File: config.mk
export PLATFORM = sky130hd
export DESIGN_NAME = csr_core_regs
export DESIGN_NICKNAME = d
export VERILOG_FILES = /design/src/common/csr_pkg.sv /design/src/common/csr_step_if.sv /design/src/verilog/csr_ptr_step.sv /design/src/verilog/csr_flag_calc.sv /design/src/verilog/csr_core_regs.sv
export SDC_FILE = /design/constraint.sdc
export NUM_CORES = 1
export LEC_CHECK = 0
export ABC_AREA = 1
export CORE_MARGIN = 4
export CORE_UTILIZATION = 64
export CTS_CLUSTER_SIZE = 8
export DETAILED_ROUTE_END_ITERATION = 7
export DONT_BUFFER_PORTS = 1
export PLACE_DENSITY_LB_ADDON = 0.25
export SLEW_MARGIN = 20
export SYNTH_ARGS = -nofsm -noshare
export SYNTH_HDL_FRONTEND = slang
export SYNTH_SLANG_ARGS = --single-unit
export TNS_END_PERCENT = 100
File: constraint.sdc
create_clock -name CLK_I -period 2.85 [get_ports CLK_I]
set_input_delay 0.1425 -clock CLK_I [delete_from_list [all_inputs] [get_ports CLK_I]]
set_output_delay 0.1425 -clock CLK_I [all_outputs]
set_load 0.02 [all_outputs]
File: src/common/csr_pkg.sv
package csr_pkg;
  // ****************************************************************
  // register indexes within the system module
  // ****************************************************************
  localparam logic [3:0] IDX_ACC_SEL = 4'h0;
  localparam logic [3:0] IDX_PTR_CTL = 4'h1;
  localparam logic [3:0] IDX_STATUS = 4'h4;
  localparam logic [3:0] IDX_IRQ_CTL = 4'h5;
  localparam logic [3:0] IDX_IRQ_MASK = 4'h6;
  localparam int ACC_W = 16;
  localparam int NUM_MOD = 6;
  // ****************************************************************
  // reset values
  // ****************************************************************
  localparam logic [7:0] RST_ACC_SEL = 8'h00;
  localparam logic [7:0] RST_PTR_CTL = 8'h00;
  localparam logic [7:0] RST_STATUS = 8'h80;
  localparam logic [7:0] RST_IRQ_CTL = 8'h00;
  localparam logic [7:0] RST_IRQ_MASK = 8'h00;
  // ****************************************************************
  // field positions
  // ****************************************************************
  localparam int PC_ZERO = 7;
  localparam int PC_DIR = 6;
  localparam int SF_Z = 7;
  localparam int SF_S = 6;
  localparam int SF_U1 = 4;
  localparam int SF_U0 = 3;
  localparam int SF_OV = 2;
  localparam int SF_C = 1;
  localparam int SF_E = 0;
  localparam int IC_GIE = 0;
  localparam int IC_INS = 1;
  localparam int IC_CGD = 5;
  localparam int IM_SYS = 7;
  localparam logic [7:0] PTR_CTL_RW = 8'h47;
  localparam logic [7:0] STATUS_RW = 8'h1b;
  localparam logic [7:0] IRQ_CTL_RW = 8'h23;
  localparam logic [7:0] IRQ_MASK_RW = 8'hbf;
  // ****************************************************************
  // alu operation codes
  // ****************************************************************
  typedef enum logic [2:0] {
    OP_NONE = 3'h0,
    OP_ADD = 3'h1,
    OP_ADD_WITH_CARRY_OP = 3'h2,
    OP_SUB = 3'h3,
    OP_SUBTRACT_WITH_BORROW_OP = 3'h4,
    OP_CMP = 3'h5,
    OP_LOGIC = 3'h6
  } csr_op_t;
  typedef enum logic [1:0] {
    IS_IDLE = 2'b00,
    IS_SERVE = 2'b01
  } csr_irq_state_t;
endpackage

File: src/common/csr_step_if.sv
`timescale 1ns/100ps
interface csr_step_if;
  logic [3:0] cur;
  logic [2:0] modulus;
  logic down;
  logic [3:0] nxt;
  logic active;
  modport ctl (output cur, output modulus, output down, input nxt, input active);
  modport calc (input cur, input modulus, input down, output nxt, output active);
endinterface

File: src/verilog/csr_ptr_step.sv
`timescale 1ns/100ps
module csr_ptr_step (
  csr_step_if.calc st // stepping request and result
);
  logic [3:0] inc;
  logic [3:0] dec;
  logic [3:0] keep;
  always_comb begin
    inc = st.cur + 4'h1;
    dec = st.cur - 4'h1;
    case (st.modulus)
      3'b001: keep = 4'he;
      3'b010: keep = 4'hc;
      3'b011: keep = 4'h8;
      default: keep = 4'h0;
    endcase
    st.active = (st.modulus != 3'b000);
    // direction ignored when stepping off
    if (!st.active) begin
      st.nxt = st.cur;
    end else if (st.down) begin
      st.nxt = (st.cur & keep) | (dec & ~keep);
    end else begin
      st.nxt = (st.cur & keep) | (inc & ~keep);
    end
  end
endmodule // csr_ptr_step

File: src/verilog/csr_flag_calc.sv
`timescale 1ns/100ps
module csr_flag_calc
  import csr_pkg::*;
(
  input wire csr_op_t op_i, // alu operation
  input wire logic [ACC_W-1:0] a_i, // accumulator operand
  input wire logic [ACC_W-1:0] b_i, // source operand
  input wire logic cin_i, // carry flag in
  output logic carry_o, // carry or borrow
  output logic ovf_o, // signed overflow
  output logic equal_o, // operands match
  output logic arith_o, // op touches carry/overflow
  output logic [ACC_W-1:0] sum_o // result
);
  logic [ACC_W:0] full;
  logic [ACC_W-1:0] low;
  logic [ACC_W-1:0] bb;
  logic ci;
  logic sub;
  always_comb begin
    sub = (op_i == OP_SUB) || (op_i == OP_SUBTRACT_WITH_BORROW_OP);
    bb = sub ? ~b_i : b_i;
    case (op_i)
      OP_ADD_WITH_CARRY_OP: ci = cin_i;
      OP_SUB: ci = 1'b1;
      OP_SUBTRACT_WITH_BORROW_OP: ci = ~cin_i;
      default: ci = 1'b0;
    endcase
    full = {1'b0, a_i} + {1'b0, bb} + {{ACC_W{1'b0}}, ci};
    low = {1'b0, a_i[ACC_W-2:0]} + {1'b0, bb[ACC_W-2:0]} + {{(ACC_W-1){1'b0}}, ci};
    arith_o = (op_i == OP_ADD) || (op_i == OP_ADD_WITH_CARRY_OP) || sub;
    carry_o = sub ? ~full[ACC_W] : full[ACC_W];
    ovf_o = full[ACC_W] ^ low[ACC_W-1];
    equal_o = (a_i == b_i);
    sum_o = full[ACC_W-1:0];
  end
endmodule // csr_flag_calc

File: src/verilog/csr_core_regs.sv
`timescale 1ns/100ps
// Summary of operation
// - low four select bits pick accumulator
// - nonzero modulus steps pointer after operations
// - modulus codes 1..4 give modulo 2..16
// - codes 5..7 step modulo sixteen
// - direction ignored when modulus is zero
// - auto step beats moved accumulator value
// - zero strobe clears pointer, self clears
// - pointer, control, irq registers reset zero
// - status resets to 80h
// - compare sets or clears equal flag
// - add/sub ops set or clear carry
// - overflow is carry14 xor carry15
// - sign mirrors accumulator bit 15
// - zero flag set when accumulator zero
// - zero, sign, overflow are read only
// - global enable gates all interrupts
// - acknowledge sets in-service, blocks further
// - return or pop clears in-service
// - gating disable bit turns gating off
// - mask bits gate module/system requests
// - reserved bits read zero
// - system irq needs enable, mask, no service
module csr_core_regs
  import csr_pkg::*;
(
  input wire logic CLK_I, // system clock
  input wire logic NRST_I, // synchronous reset, low
  input wire logic CE_I, // clock enable
  input wire logic WR_I, // register write strobe
  input wire logic [3:0] WIDX_I, // write index
  input wire logic [7:0] WDATA_I, // write data
  input wire logic [3:0] RIDX_I, // read index
  input wire logic MOVE_ACC_I, // write is acc moved to pointer
  input wire csr_op_t OP_I, // alu operation this cycle
  input wire logic [ACC_W-1:0] OPA_I, // active accumulator operand
  input wire logic [ACC_W-1:0] OPB_I, // source operand
  input wire logic [ACC_W-1:0] ACC_I, // active accumulator value
  input wire logic ACC_WR_I, // accumulator written this cycle
  input wire logic [ACC_W-1:0] ACC_NEW_I, // value written to accumulator
  input wire logic IRQ_ACK_I, // interrupt acknowledged
  input wire logic IRQ_RET_I, // return or pop interrupt
  input wire logic [NUM_MOD-1:0] MOD_REQ_I, // module requests
  input wire logic SYS_REQ_I, // system requests
  output logic [7:0] RDATA_O, // read data
  output logic [3:0] ACC_SEL_O, // active accumulator index
  output logic [ACC_W-1:0] ALU_RES_O, // alu result
  output logic IRQ_O, // interrupt may be taken
  output logic [NUM_MOD:0] IRQ_PEND_O, // gated pending requests
  output logic CLK_GATE_EN_O // clock gating active
);
  // ****************************************************************
  // state
  // ****************************************************************
  logic [3:0] sel_q, sel_d;
  logic [7:0] pctl_q, pctl_d;
  logic [7:0] sts_q, sts_d;
  logic [7:0] ictl_q, ictl_d;
  logic [7:0] imsk_q, imsk_d;
  logic [7:0] rdata_q, rdata_d;
  logic [ACC_W-1:0] res_q, res_d;
  logic irq_q, irq_d;
  logic [NUM_MOD:0] pend_q, pend_d;
  csr_irq_state_t ist_q, ist_d;
  logic carry, ovf, equal, arith;
  logic [ACC_W-1:0] sum;
  logic [ACC_W-1:0] acc_now;
  logic [NUM_MOD:0] gated;
  logic alu_op;
  csr_step_if st();

  assign st.cur = sel_q;
  assign st.modulus = pctl_q[2:0];
  assign st.down = pctl_q[PC_DIR];

  csr_ptr_step u_step (
    .st(st)
  );

  csr_flag_calc u_flags (
    .op_i(OP_I),
    .a_i(OPA_I),
    .b_i(OPB_I),
    .cin_i(sts_q[SF_C]),
    .carry_o(carry),
    .ovf_o(ovf),
    .equal_o(equal),
    .arith_o(arith),
    .sum_o(sum)
  );

  function automatic logic wr_at(input logic [3:0] idx);
    wr_at = WR_I && (WIDX_I == idx);
  endfunction

  // ****************************************************************
  // pointer and control
  // ****************************************************************
  always_comb begin
    alu_op = (OP_I != OP_NONE);
    sel_d = sel_q;
    pctl_d = pctl_q;
    if (wr_at(IDX_PTR_CTL)) begin
      pctl_d = WDATA_I & PTR_CTL_RW;
    end
    if (wr_at(IDX_PTR_CTL) && WDATA_I[PC_ZERO]) begin
      sel_d = 4'h0;
    end else if (alu_op && st.active) begin
      sel_d = st.nxt;
    end else if (wr_at(IDX_ACC_SEL) && !(MOVE_ACC_I && st.active)) begin
      sel_d = WDATA_I[3:0];
    end
  end

  // ****************************************************************
  // status flags
  // ****************************************************************
  always_comb begin
    acc_now = ACC_WR_I ? ACC_NEW_I : ACC_I;
    res_d = alu_op ? sum : res_q;
    sts_d = sts_q;
    if (wr_at(IDX_STATUS)) begin
      sts_d = (sts_q & ~STATUS_RW) | (WDATA_I & STATUS_RW);
    end
    if (OP_I == OP_CMP) begin
      sts_d[SF_E] = equal;
    end
    if (arith) begin
      sts_d[SF_C] = carry;
      sts_d[SF_OV] = ovf;
    end
    sts_d[SF_S] = acc_now[ACC_W-1];
    sts_d[SF_Z] = (acc_now == '0);
    sts_d[5] = 1'b0;
  end

  // ****************************************************************
  // interrupt control
  // ****************************************************************
  always_comb begin
    ictl_d = ictl_q;
    imsk_d = imsk_q;
    ist_d = ist_q;
    if (wr_at(IDX_IRQ_CTL)) begin
      ictl_d = WDATA_I & IRQ_CTL_RW;
    end
    if (wr_at(IDX_IRQ_MASK)) begin
      imsk_d = WDATA_I & IRQ_MASK_RW;
    end
    // hardware set wins over a software clear in the same cycle
    if (IRQ_ACK_I) begin
      ictl_d[IC_INS] = 1'b1;
    end else if (IRQ_RET_I) begin
      ictl_d[IC_INS] = 1'b0;
    end
    case (ist_q)
      IS_IDLE: if (ictl_d[IC_INS]) ist_d = IS_SERVE;
      IS_SERVE: if (!ictl_d[IC_INS]) ist_d = IS_IDLE;
      default: ist_d = IS_IDLE;
    endcase
    gated = {SYS_REQ_I & imsk_d[IM_SYS], MOD_REQ_I & imsk_d[NUM_MOD-1:0]};
    pend_d = gated;
    irq_d = ictl_d[IC_GIE] && !ictl_d[IC_INS] && (gated != '0);
  end

  // ****************************************************************
  // read path
  // ****************************************************************
  always_comb begin
    if (RIDX_I == IDX_ACC_SEL) begin
      rdata_d = {4'h0, sel_d};
    end else if (RIDX_I == IDX_PTR_CTL) begin
      rdata_d = pctl_d;
    end else if (RIDX_I == IDX_STATUS) begin
      rdata_d = sts_d;
    end else if (RIDX_I == IDX_IRQ_CTL) begin
      rdata_d = ictl_d;
    end else if (RIDX_I == IDX_IRQ_MASK) begin
      rdata_d = imsk_d;
    end else begin
      rdata_d = 8'h00;
    end
  end

  always_ff @(posedge CLK_I) begin
    if (!NRST_I) begin
      sel_q <= RST_ACC_SEL[3:0];
      pctl_q <= RST_PTR_CTL;
      sts_q <= RST_STATUS;
      ictl_q <= RST_IRQ_CTL;
      imsk_q <= RST_IRQ_MASK;
      rdata_q <= 8'h00;
      res_q <= '0;
      irq_q <= 1'b0;
      pend_q <= '0;
      ist_q <= IS_IDLE;
    end else if (CE_I) begin
      sel_q <= sel_d;
      pctl_q <= pctl_d;
      sts_q <= sts_d;
      ictl_q <= ictl_d;
      imsk_q <= imsk_d;
      rdata_q <= rdata_d;
      res_q <= res_d;
      irq_q <= irq_d;
      pend_q <= pend_d;
      ist_q <= ist_d;
    end
  end

  // clock gating sits outside; this only carries the enable
  logic cg_q;
  always_ff @(posedge CLK_I) begin
    if (!NRST_I) begin
      cg_q <= 1'b1;
    end else if (CE_I) begin
      cg_q <= !ictl_d[IC_CGD];
    end
  end

  assign RDATA_O = rdata_q;
  assign ACC_SEL_O = sel_q;
  assign ALU_RES_O = res_q;
  assign IRQ_O = irq_q;
  assign IRQ_PEND_O = pend_q;
  assign CLK_GATE_EN_O = cg_q;
endmodule // csr_core_regs

==> flow_summary.toml, run 1 <==
[die]
die_height_um = 92.2
boundaryPins = 135
num_rows = 30
die_w_um = 92.2
design.die.area_sq_um = 8500
core_area_sq_um = 6830
start_util_pct = 66.4

[timing]
tns_ns = 0
hold_viol = 0
period_needed_ns = 2.64
relSlewSlack_pct = 28.7
setup_viol = 0
fin_skew_ns = 0.0155
worst_pin_slew_ns = 1.07
holdWs_ns = 0.0140
rsz0062_at_grt = "no"
fmax_mhz = 379
drv_slew = 0
period_share_pct = 92.7

[clocking]
cts_root_buf = "clkbuf_8"
cts.reportedPaths.clkPinSlew_ns = 0.08
cts_sinks = 66
cts_setup_buffers = 0
numCtsBuffers = 9
cts_max_path_buffers = 2
cts_max_level = 3
cts_tree = "built"
clock_latency_ns = 0.37

[drt]
drt-total-wl_um = 13300
wl_met2_um = 5930
firstDrtPassIters = 5
routed_via_density = 5.74
met1_length_um = 5720
antenna_left = 0
drc = 0
drt-initial-drc-count = 397
route.met3.wl_um = 1380
top_layer = "met4"
routedWlPerCell_um = 16.7
dr_total_vias = 4564

[yosys]
syn_inst = 686
ys_warn_count = 0
syn_nets = 803
synthDistinctLibCells = 42
ys_ff_latch = 66
netlist_area_sq_um = 4540
syn_area_per_cell_sq_um = 6.62
yosysSeqAreaShare_pct = 29.1

[critical_path]
path_cells = "inv_1 > nor4_2 > a21oi_1 > fa_1 > fa_1 > o21ai_1 > nand3_1 > nand2_2 > nand2_1 > nand2_1 > nand2_1 > nand3_1 > nand2_1 > nand4_1 > nand2_1 > a21oi_1"
cp_slowest_cell = "fa_1"
crit_path_end_kind = "register"
crit_family = "simple AND/OR/NAND/NOR gates"
r2r_end = "RDATA_O[1]"
r2r_slack_ns = 0.21
cp.depth = 16
crit_top_cell = "nand2_1"
critPathBufInv = 1
cp-endpoint = "RDATA_O[1]"
crit_path_start_kind = "register"
arrival_ns = 2.94
path_class = "reg -> reg"
critPathMaxFanout = 5
critical_path_required_ns = 3.14
cp_slowest_stage_delay_ns = 0.41
r2r_start = "sts_q[1]"
crit_start = "sts_q[1]"
ff2ff_path_depth = 16

[grt]
grt_pass1_wl_um = 21400
antenna_found_initial = 0
grt_pass1_vias = 4330
grt_max_degree = 36
grt_usage_pct = 31.9
grt.overflow.total = 0

[placed_design]
place_hpwl_um = 9700
gp_congestion = 0.907
portBuffers = 0

[power]
p_leak_nw = 2.32
power_density_nw_per_um2 = 514
vdd_drop_max_v = 0.000457

[hold_path]
hold_start = "WDATA_I[2]"
min_path_type = "in -> reg"

[outcome]
status = "finished, final reports clean"

[layout]
area_growth_pct = 9.12
mostFrequentLayoutCell = "nand2_1"
nets = 811
drive_gt1_share_pct = 8.44
diodes = 0
mostFrequentLayoutCells = "151 x nand2_1, 103 x inv_1, 66 x dfxtp_1, 56 x nor2_1, 51 x a21oi_1"
utilization_pct = 72.5

[run]
maxCapViolCount = 0
[repair_timing]
item | in CTS | in global routing
endpoints found under the hold margin | 47 | 0
endpoints found under the setup margin | 0 | 5
hold buffers | 15 | 0
gates resized for setup | 0 | 1
[flip-flops by register name, indices dropped and copies added (netlist names)]
signal,flops
IRQ_PEND_O,7
ALU_RES_O,16
imsk_q,8
CLK_GATE_EN_O,1
IRQ_O,1
pctl_q,8
ictl_q,8
RDATA_O,8
sts_q,5
ACC_SEL_O,4
[metrics by stage]
step	cell area (sq um)	worst slack, ns	total power, mW	instances
after floorplan	4540	0.419	1.55	686
after global placement	4580	0.333	1.66	764
after detailed placement	4580	0.233	1.67	764
after CTS	4950	0.199	2.54	795
after global routing	4950	0.0213	2.67	795
final	4950	0.208	2.54	795
[power breakdown]
| group | internal, mW | switching, mW |
|---|---|---|
| combinational | 0.249 | 0.391 |
| clock | 0.420 | 0.430 |
| sequential | 0.972 | 0.0821 |
| total | 1.64 | 0.904 |
[Yosys cell counts]
master,count,area [sq um]
nand2_1,151,567
inv_1,103,387
dfxtp_1,66,1320
nor2_1,56,210
a21oi_1,51,255
o21ai_0,36,180
nand3_1,33,165
xnor2_1,23,201
ha_1,17,213
o21ai_1,17,85.1
xor2_1,14,123
clkbuf_1,13,48.8
inv_2,10,37.5
o211ai_1,8,60.1
nand2_2,7,43.8
nand4_1,7,43.8
nor4_1,7,43.8
a211oi_1,6,45.0
a21oi_2,5,43.8
a31oi_1,5,31.3
nor3_1,5,25.0
o2111ai_1,5,43.8
buf_2,4,20.0
o21ai_2,4,35.0
o221ai_1,4,35.0
o22ai_1,4,25.0
nor2_2,3,18.8
and2_1,2,12.5
buf_6,2,22.5
fa_1,2,40.0
nand3_2,2,20.0
o21bai_2,2,22.5
or2_1,2,12.5
or2_2,2,12.5
buf_1,1,3.75
buf_4,1,7.51
clkinv_1,1,3.75
nand3_4,1,17.5
nand3b_1,1,7.51
nor2_8,1,20.0
nor4_4,1,21.3
o21bai_1,1,7.51
[layer usage]
| metal | vias to the layer above | global-route usage, % |
|---|---|---|
| li1 | 2240 | - |
| met2 | 229 | 48.2 |
| met3 | 26 | 9.11 |
| met4 | 0 | 10.8 |
| met1 | 2069 | 43.5 |
| met5 | - | 0 |
[kinds of logic after synthesis]
logic type,after synthesis,share of synthesized area (%)
flops,66,29.1
compound gates,148,19.2
simple gates,281,27.3
xor+xnor,37,7.14
buf+inv,135,11.7
fa+ha+maj,19,5.57
[worst register-to-register path, cell delays in order, from the launching register on]
cell	delay, ns
dfxtp_1	0.33
inv_1	0.07
nor4_2	0.23
a21oi_1	0.09
fa_1	0.41
fa_1	0.41
o21ai_1	0.18
nand3_1	0.10
nand2_2	0.13
nand2_1	0.07
nand2_1	0.08
nand2_1	0.05
nand3_1	0.09
nand2_1	0.06
nand4_1	0.07
nand2_1	0.06
a21oi_1	0.13
[area by class of cell]
type / count / area, sq um
inverter: 114 / 428
multi-input combinational: 485 / 2690
clock buffer: 9 / 124
fill: 560 / 1880
sequential: 66 / 1320
tap: 96 / 120
timing repair buffer: 18 / 183
clock inverter: 7 / 83.8
[worst min path at each step]
stage          cells after the start  slack [ns]             to
2_1_floorplan                      2        0.30  IRQ_PEND_O[2]
3_3_place_gp                       1        0.23  CLK_GATE_EN_O
3_5_place_dp                       1        0.25   ACC_SEL_O[3]
4_1_cts                            2       0.002      pctl_q[2]
5_1_grt                            2        0.01      pctl_q[2]
6_report                           2        0.01      pctl_q[2]
Note: power is estimated with default switching activity, not from simulation.
==> run 2: changes to the inputs <==
--- a/config.mk
+++ b/config.mk
@@ -12,6 +12,7 @@
 export DETAILED_ROUTE_END_ITERATION = 7
 export DONT_BUFFER_PORTS = 1
 export PLACE_DENSITY_LB_ADDON = 0.25
+export REMOVE_ABC_BUFFERS = 1
 export SLEW_MARGIN = 20
 export SYNTH_ARGS = -nofsm -noshare
 export SYNTH_HDL_FRONTEND = slang
==> constraint.sdc (replaced) <==
create_clock -name CLK_I -period 2.85 [get_ports CLK_I]
set_input_delay 0.1425 -clock CLK_I [delete_from_list [all_inputs] [get_ports CLK_I]]
set_output_delay 0.1425 -clock CLK_I [all_outputs]
set_load 0.05 [all_outputs]
==> run 2 against run 1 <==
Compared with the run above:
- die area unchanged
- worst hold slack improved by 0.0051 ns
- maximum frequency increased by 0.14%
- clock skew decreased by 0.0058 ns
- critical path type unchanged
- via count increased by 1.8%
- non-clock buffer count decreased by 2
==> flow_summary.toml, run 2 (synthesis results as in run 1) <==
[grt]
top_usage_layer = "met2"
grt_usage_pct = 30.5
antenna_found_initial = 0
grt_pass1_vias = 4439
grt.overflow.total = 0
use_met3_pct = 8.04
grt_max_degree = 37
grt_pass1_wl_um = 20700
grt_use_met1_pct = 33.9
use_met2_pct = 53.3

[hold_path]
hold_end = "IRQ_PEND_O[2]"
hold_depth = 2
min_path_type = "in -> reg"
hold_start = "CE_I"

[power]
p_leak_nw = 2.29
vdd_drop_max_v = 0.000319
power.switching_mw = 0.952
clkPwrFrac_pct = 28.2
pwr-share-comb_pct = 25.9
fin_total_pwr_mw = 2.49
p_seq_share_pct = 45.9
swShare_pct = 38.3
power.internal_mw = 1.53
power_density_nw_per_um2 = 507

[placed_design]
gp_congestion = 0.866
portBuffers = 0
place_hpwl_um = 9660
dp_slack_ns = 0.159

[critical_path]
path_cells = "inv_1 > nor4_2 > a21oi_1 > fa_1 > fa_2 > o21ai_2 > nand3_1 > nand2_2 > a21oi_2 > o21bai_2 > xnor2_1 > nand2_1 > o211ai_1 > inv_2"
critical_path_required_ns = 3.09
path_class = "reg -> reg"
r2r_start = "sts_q[1]"
r2r_slack_ns = 0.21
cp_slowest_stage_delay_ns = 0.42
critPathMaxFanout = 5
cp_slowest_cell = "fa_1"
arrival_ns = 2.88
ff2ff_path_depth = 14
crit_path_start_kind = "register"
crit_path_end_kind = "register"
r2r_end = "ALU_RES_O[14]"

[clocking]
cts_tree = "built"
clock_latency_ns = 0.35
numCtsBuffers = 9
cts.reportedPaths.clkPinSlew_ns = 0.07
cts_max_path_buffers = 2
cts_sinks = 66
cts_root_buf = "clkbuf_8"
cts_max_level = 3

[timing]
period_share_pct = 92.6
setup_ws_ns = 0.212
hold_viol = 0
drv_slew = 0
fmax_mhz = 379
fin_skew_ns = 0.00972
relSlewSlack_pct = 25.8
holdWs_ns = 0.0191
worst_pin_slew_ns = 1.11
period_needed_ns = 2.64
rsz0062_at_grt = "no"
setup_viol = 0

[die]
die_height_um = 92.2
start_util_pct = 66.4
boundaryPins = 135
num_rows = 30
core_area_sq_um = 6830
design.die.area_sq_um = 8500
die_w_um = 92.2

[layout]
seq_area_sq_um = 1320
utilization_pct = 71.7
area_growth_pct = 7.97
mostFrequentLayoutCells = "151 x nand2_1, 103 x inv_1, 66 x dfxtp_1, 56 x nor2_1, 51 x a21oi_1"
mostFrequentLayoutCell = "nand2_1"
diodes = 0
largest_register_ffs = 16
drive_gt1_share_pct = 8.75
fillers = 576
multiInputGateArea_sq_um = 2700
nets = 809

[drt]
antenna_left = 0
drt-initial-drc-count = 368
routedWlPerCell_um = 16.5
routed_via_density = 5.86
drc = 0
dr_total_vias = 4647
firstDrtPassIters = 5
drt-total-wl_um = 13100

[outcome]
status = "finished, final reports clean"

[run]
maxCapViolCount = 0
## run 2: metal layers
metal	vias to the layer above	part of all wire, %	wire [um]
met1	2052	37	4860
met2	284	49	6400
met4	0	4.7	614
met3	71	9.5	1250
met5	-	0	0
li1	2240	-	-
## run 2: worst max-delay path by stage
stage          startpoint            end  slack [ns]
2_1_floorplan     OP_I[0]  ALU_RES_O[14]       -0.05
3_3_place_gp     sts_q[1]     RDATA_O[1]        0.29
3_5_place_dp     sts_q[1]  ALU_RES_O[14]        0.16
4_1_cts          sts_q[1]  ALU_RES_O[14]        0.12
5_1_grt          sts_q[1]  ALU_RES_O[14]       0.004
6_report         sts_q[1]  ALU_RES_O[14]        0.21
## run 2: through the flow
stage | instance area [sq um] | TNS (ns) | cells
2_1_floorplan | 4440 | -0.0953 | 665
3_3_place_gp | 4580 | 0 | 764
3_5_place_dp | 4580 | 0 | 764
4_1_cts | 4890 | 0 | 793
5_1_grt | 4900 | 0 | 793
6_report | 4900 | 0 | 793
## run 2: repair_timing
| item | in CTS | in global routing |
|---|---|---|
| hold endpoints to repair | 48 | 0 |
| hold buffers | 13 | 0 |
| setup buffers | 0 | 0 |
| setup endpoints to repair | 0 | 3 |
| gates resized for setup | 0 | 3 |
## run 2: area by class of cell
cell class	count	area share, %
multi-input combinational	485	55.1
timing repair buffer	16	3.32
clock buffer	9	2.53
clock inverter	7	0.919
sequential	66	27.0
inverter	114	8.73
tap	96	2.45
## run 2: worst max-delay path, delay by kind of cell (launching register included)
kind                       cells  cell delay [ns]
and+or+nand+nor                4             0.53
adders and majority gates      2             0.80
xor gates and xnor gates       1             0.14
DFF                            1             0.33
AOI/OAI and AO/OA              5             0.62
buffers and inverters          2             0.12
## run 2: power groups by stage
stage / Combinational (mW) / Clock (mW) / Sequential (mW)
floorplan: 0.469 / 0 / 1.15
global placement: 0.575 / 0 / 1.16
detailed placement: 0.593 / 0 / 1.16
CTS: 0.628 / 0.706 / 1.14
global route: 0.715 / 0.753 / 1.14
finish: 0.644 / 0.701 / 1.14
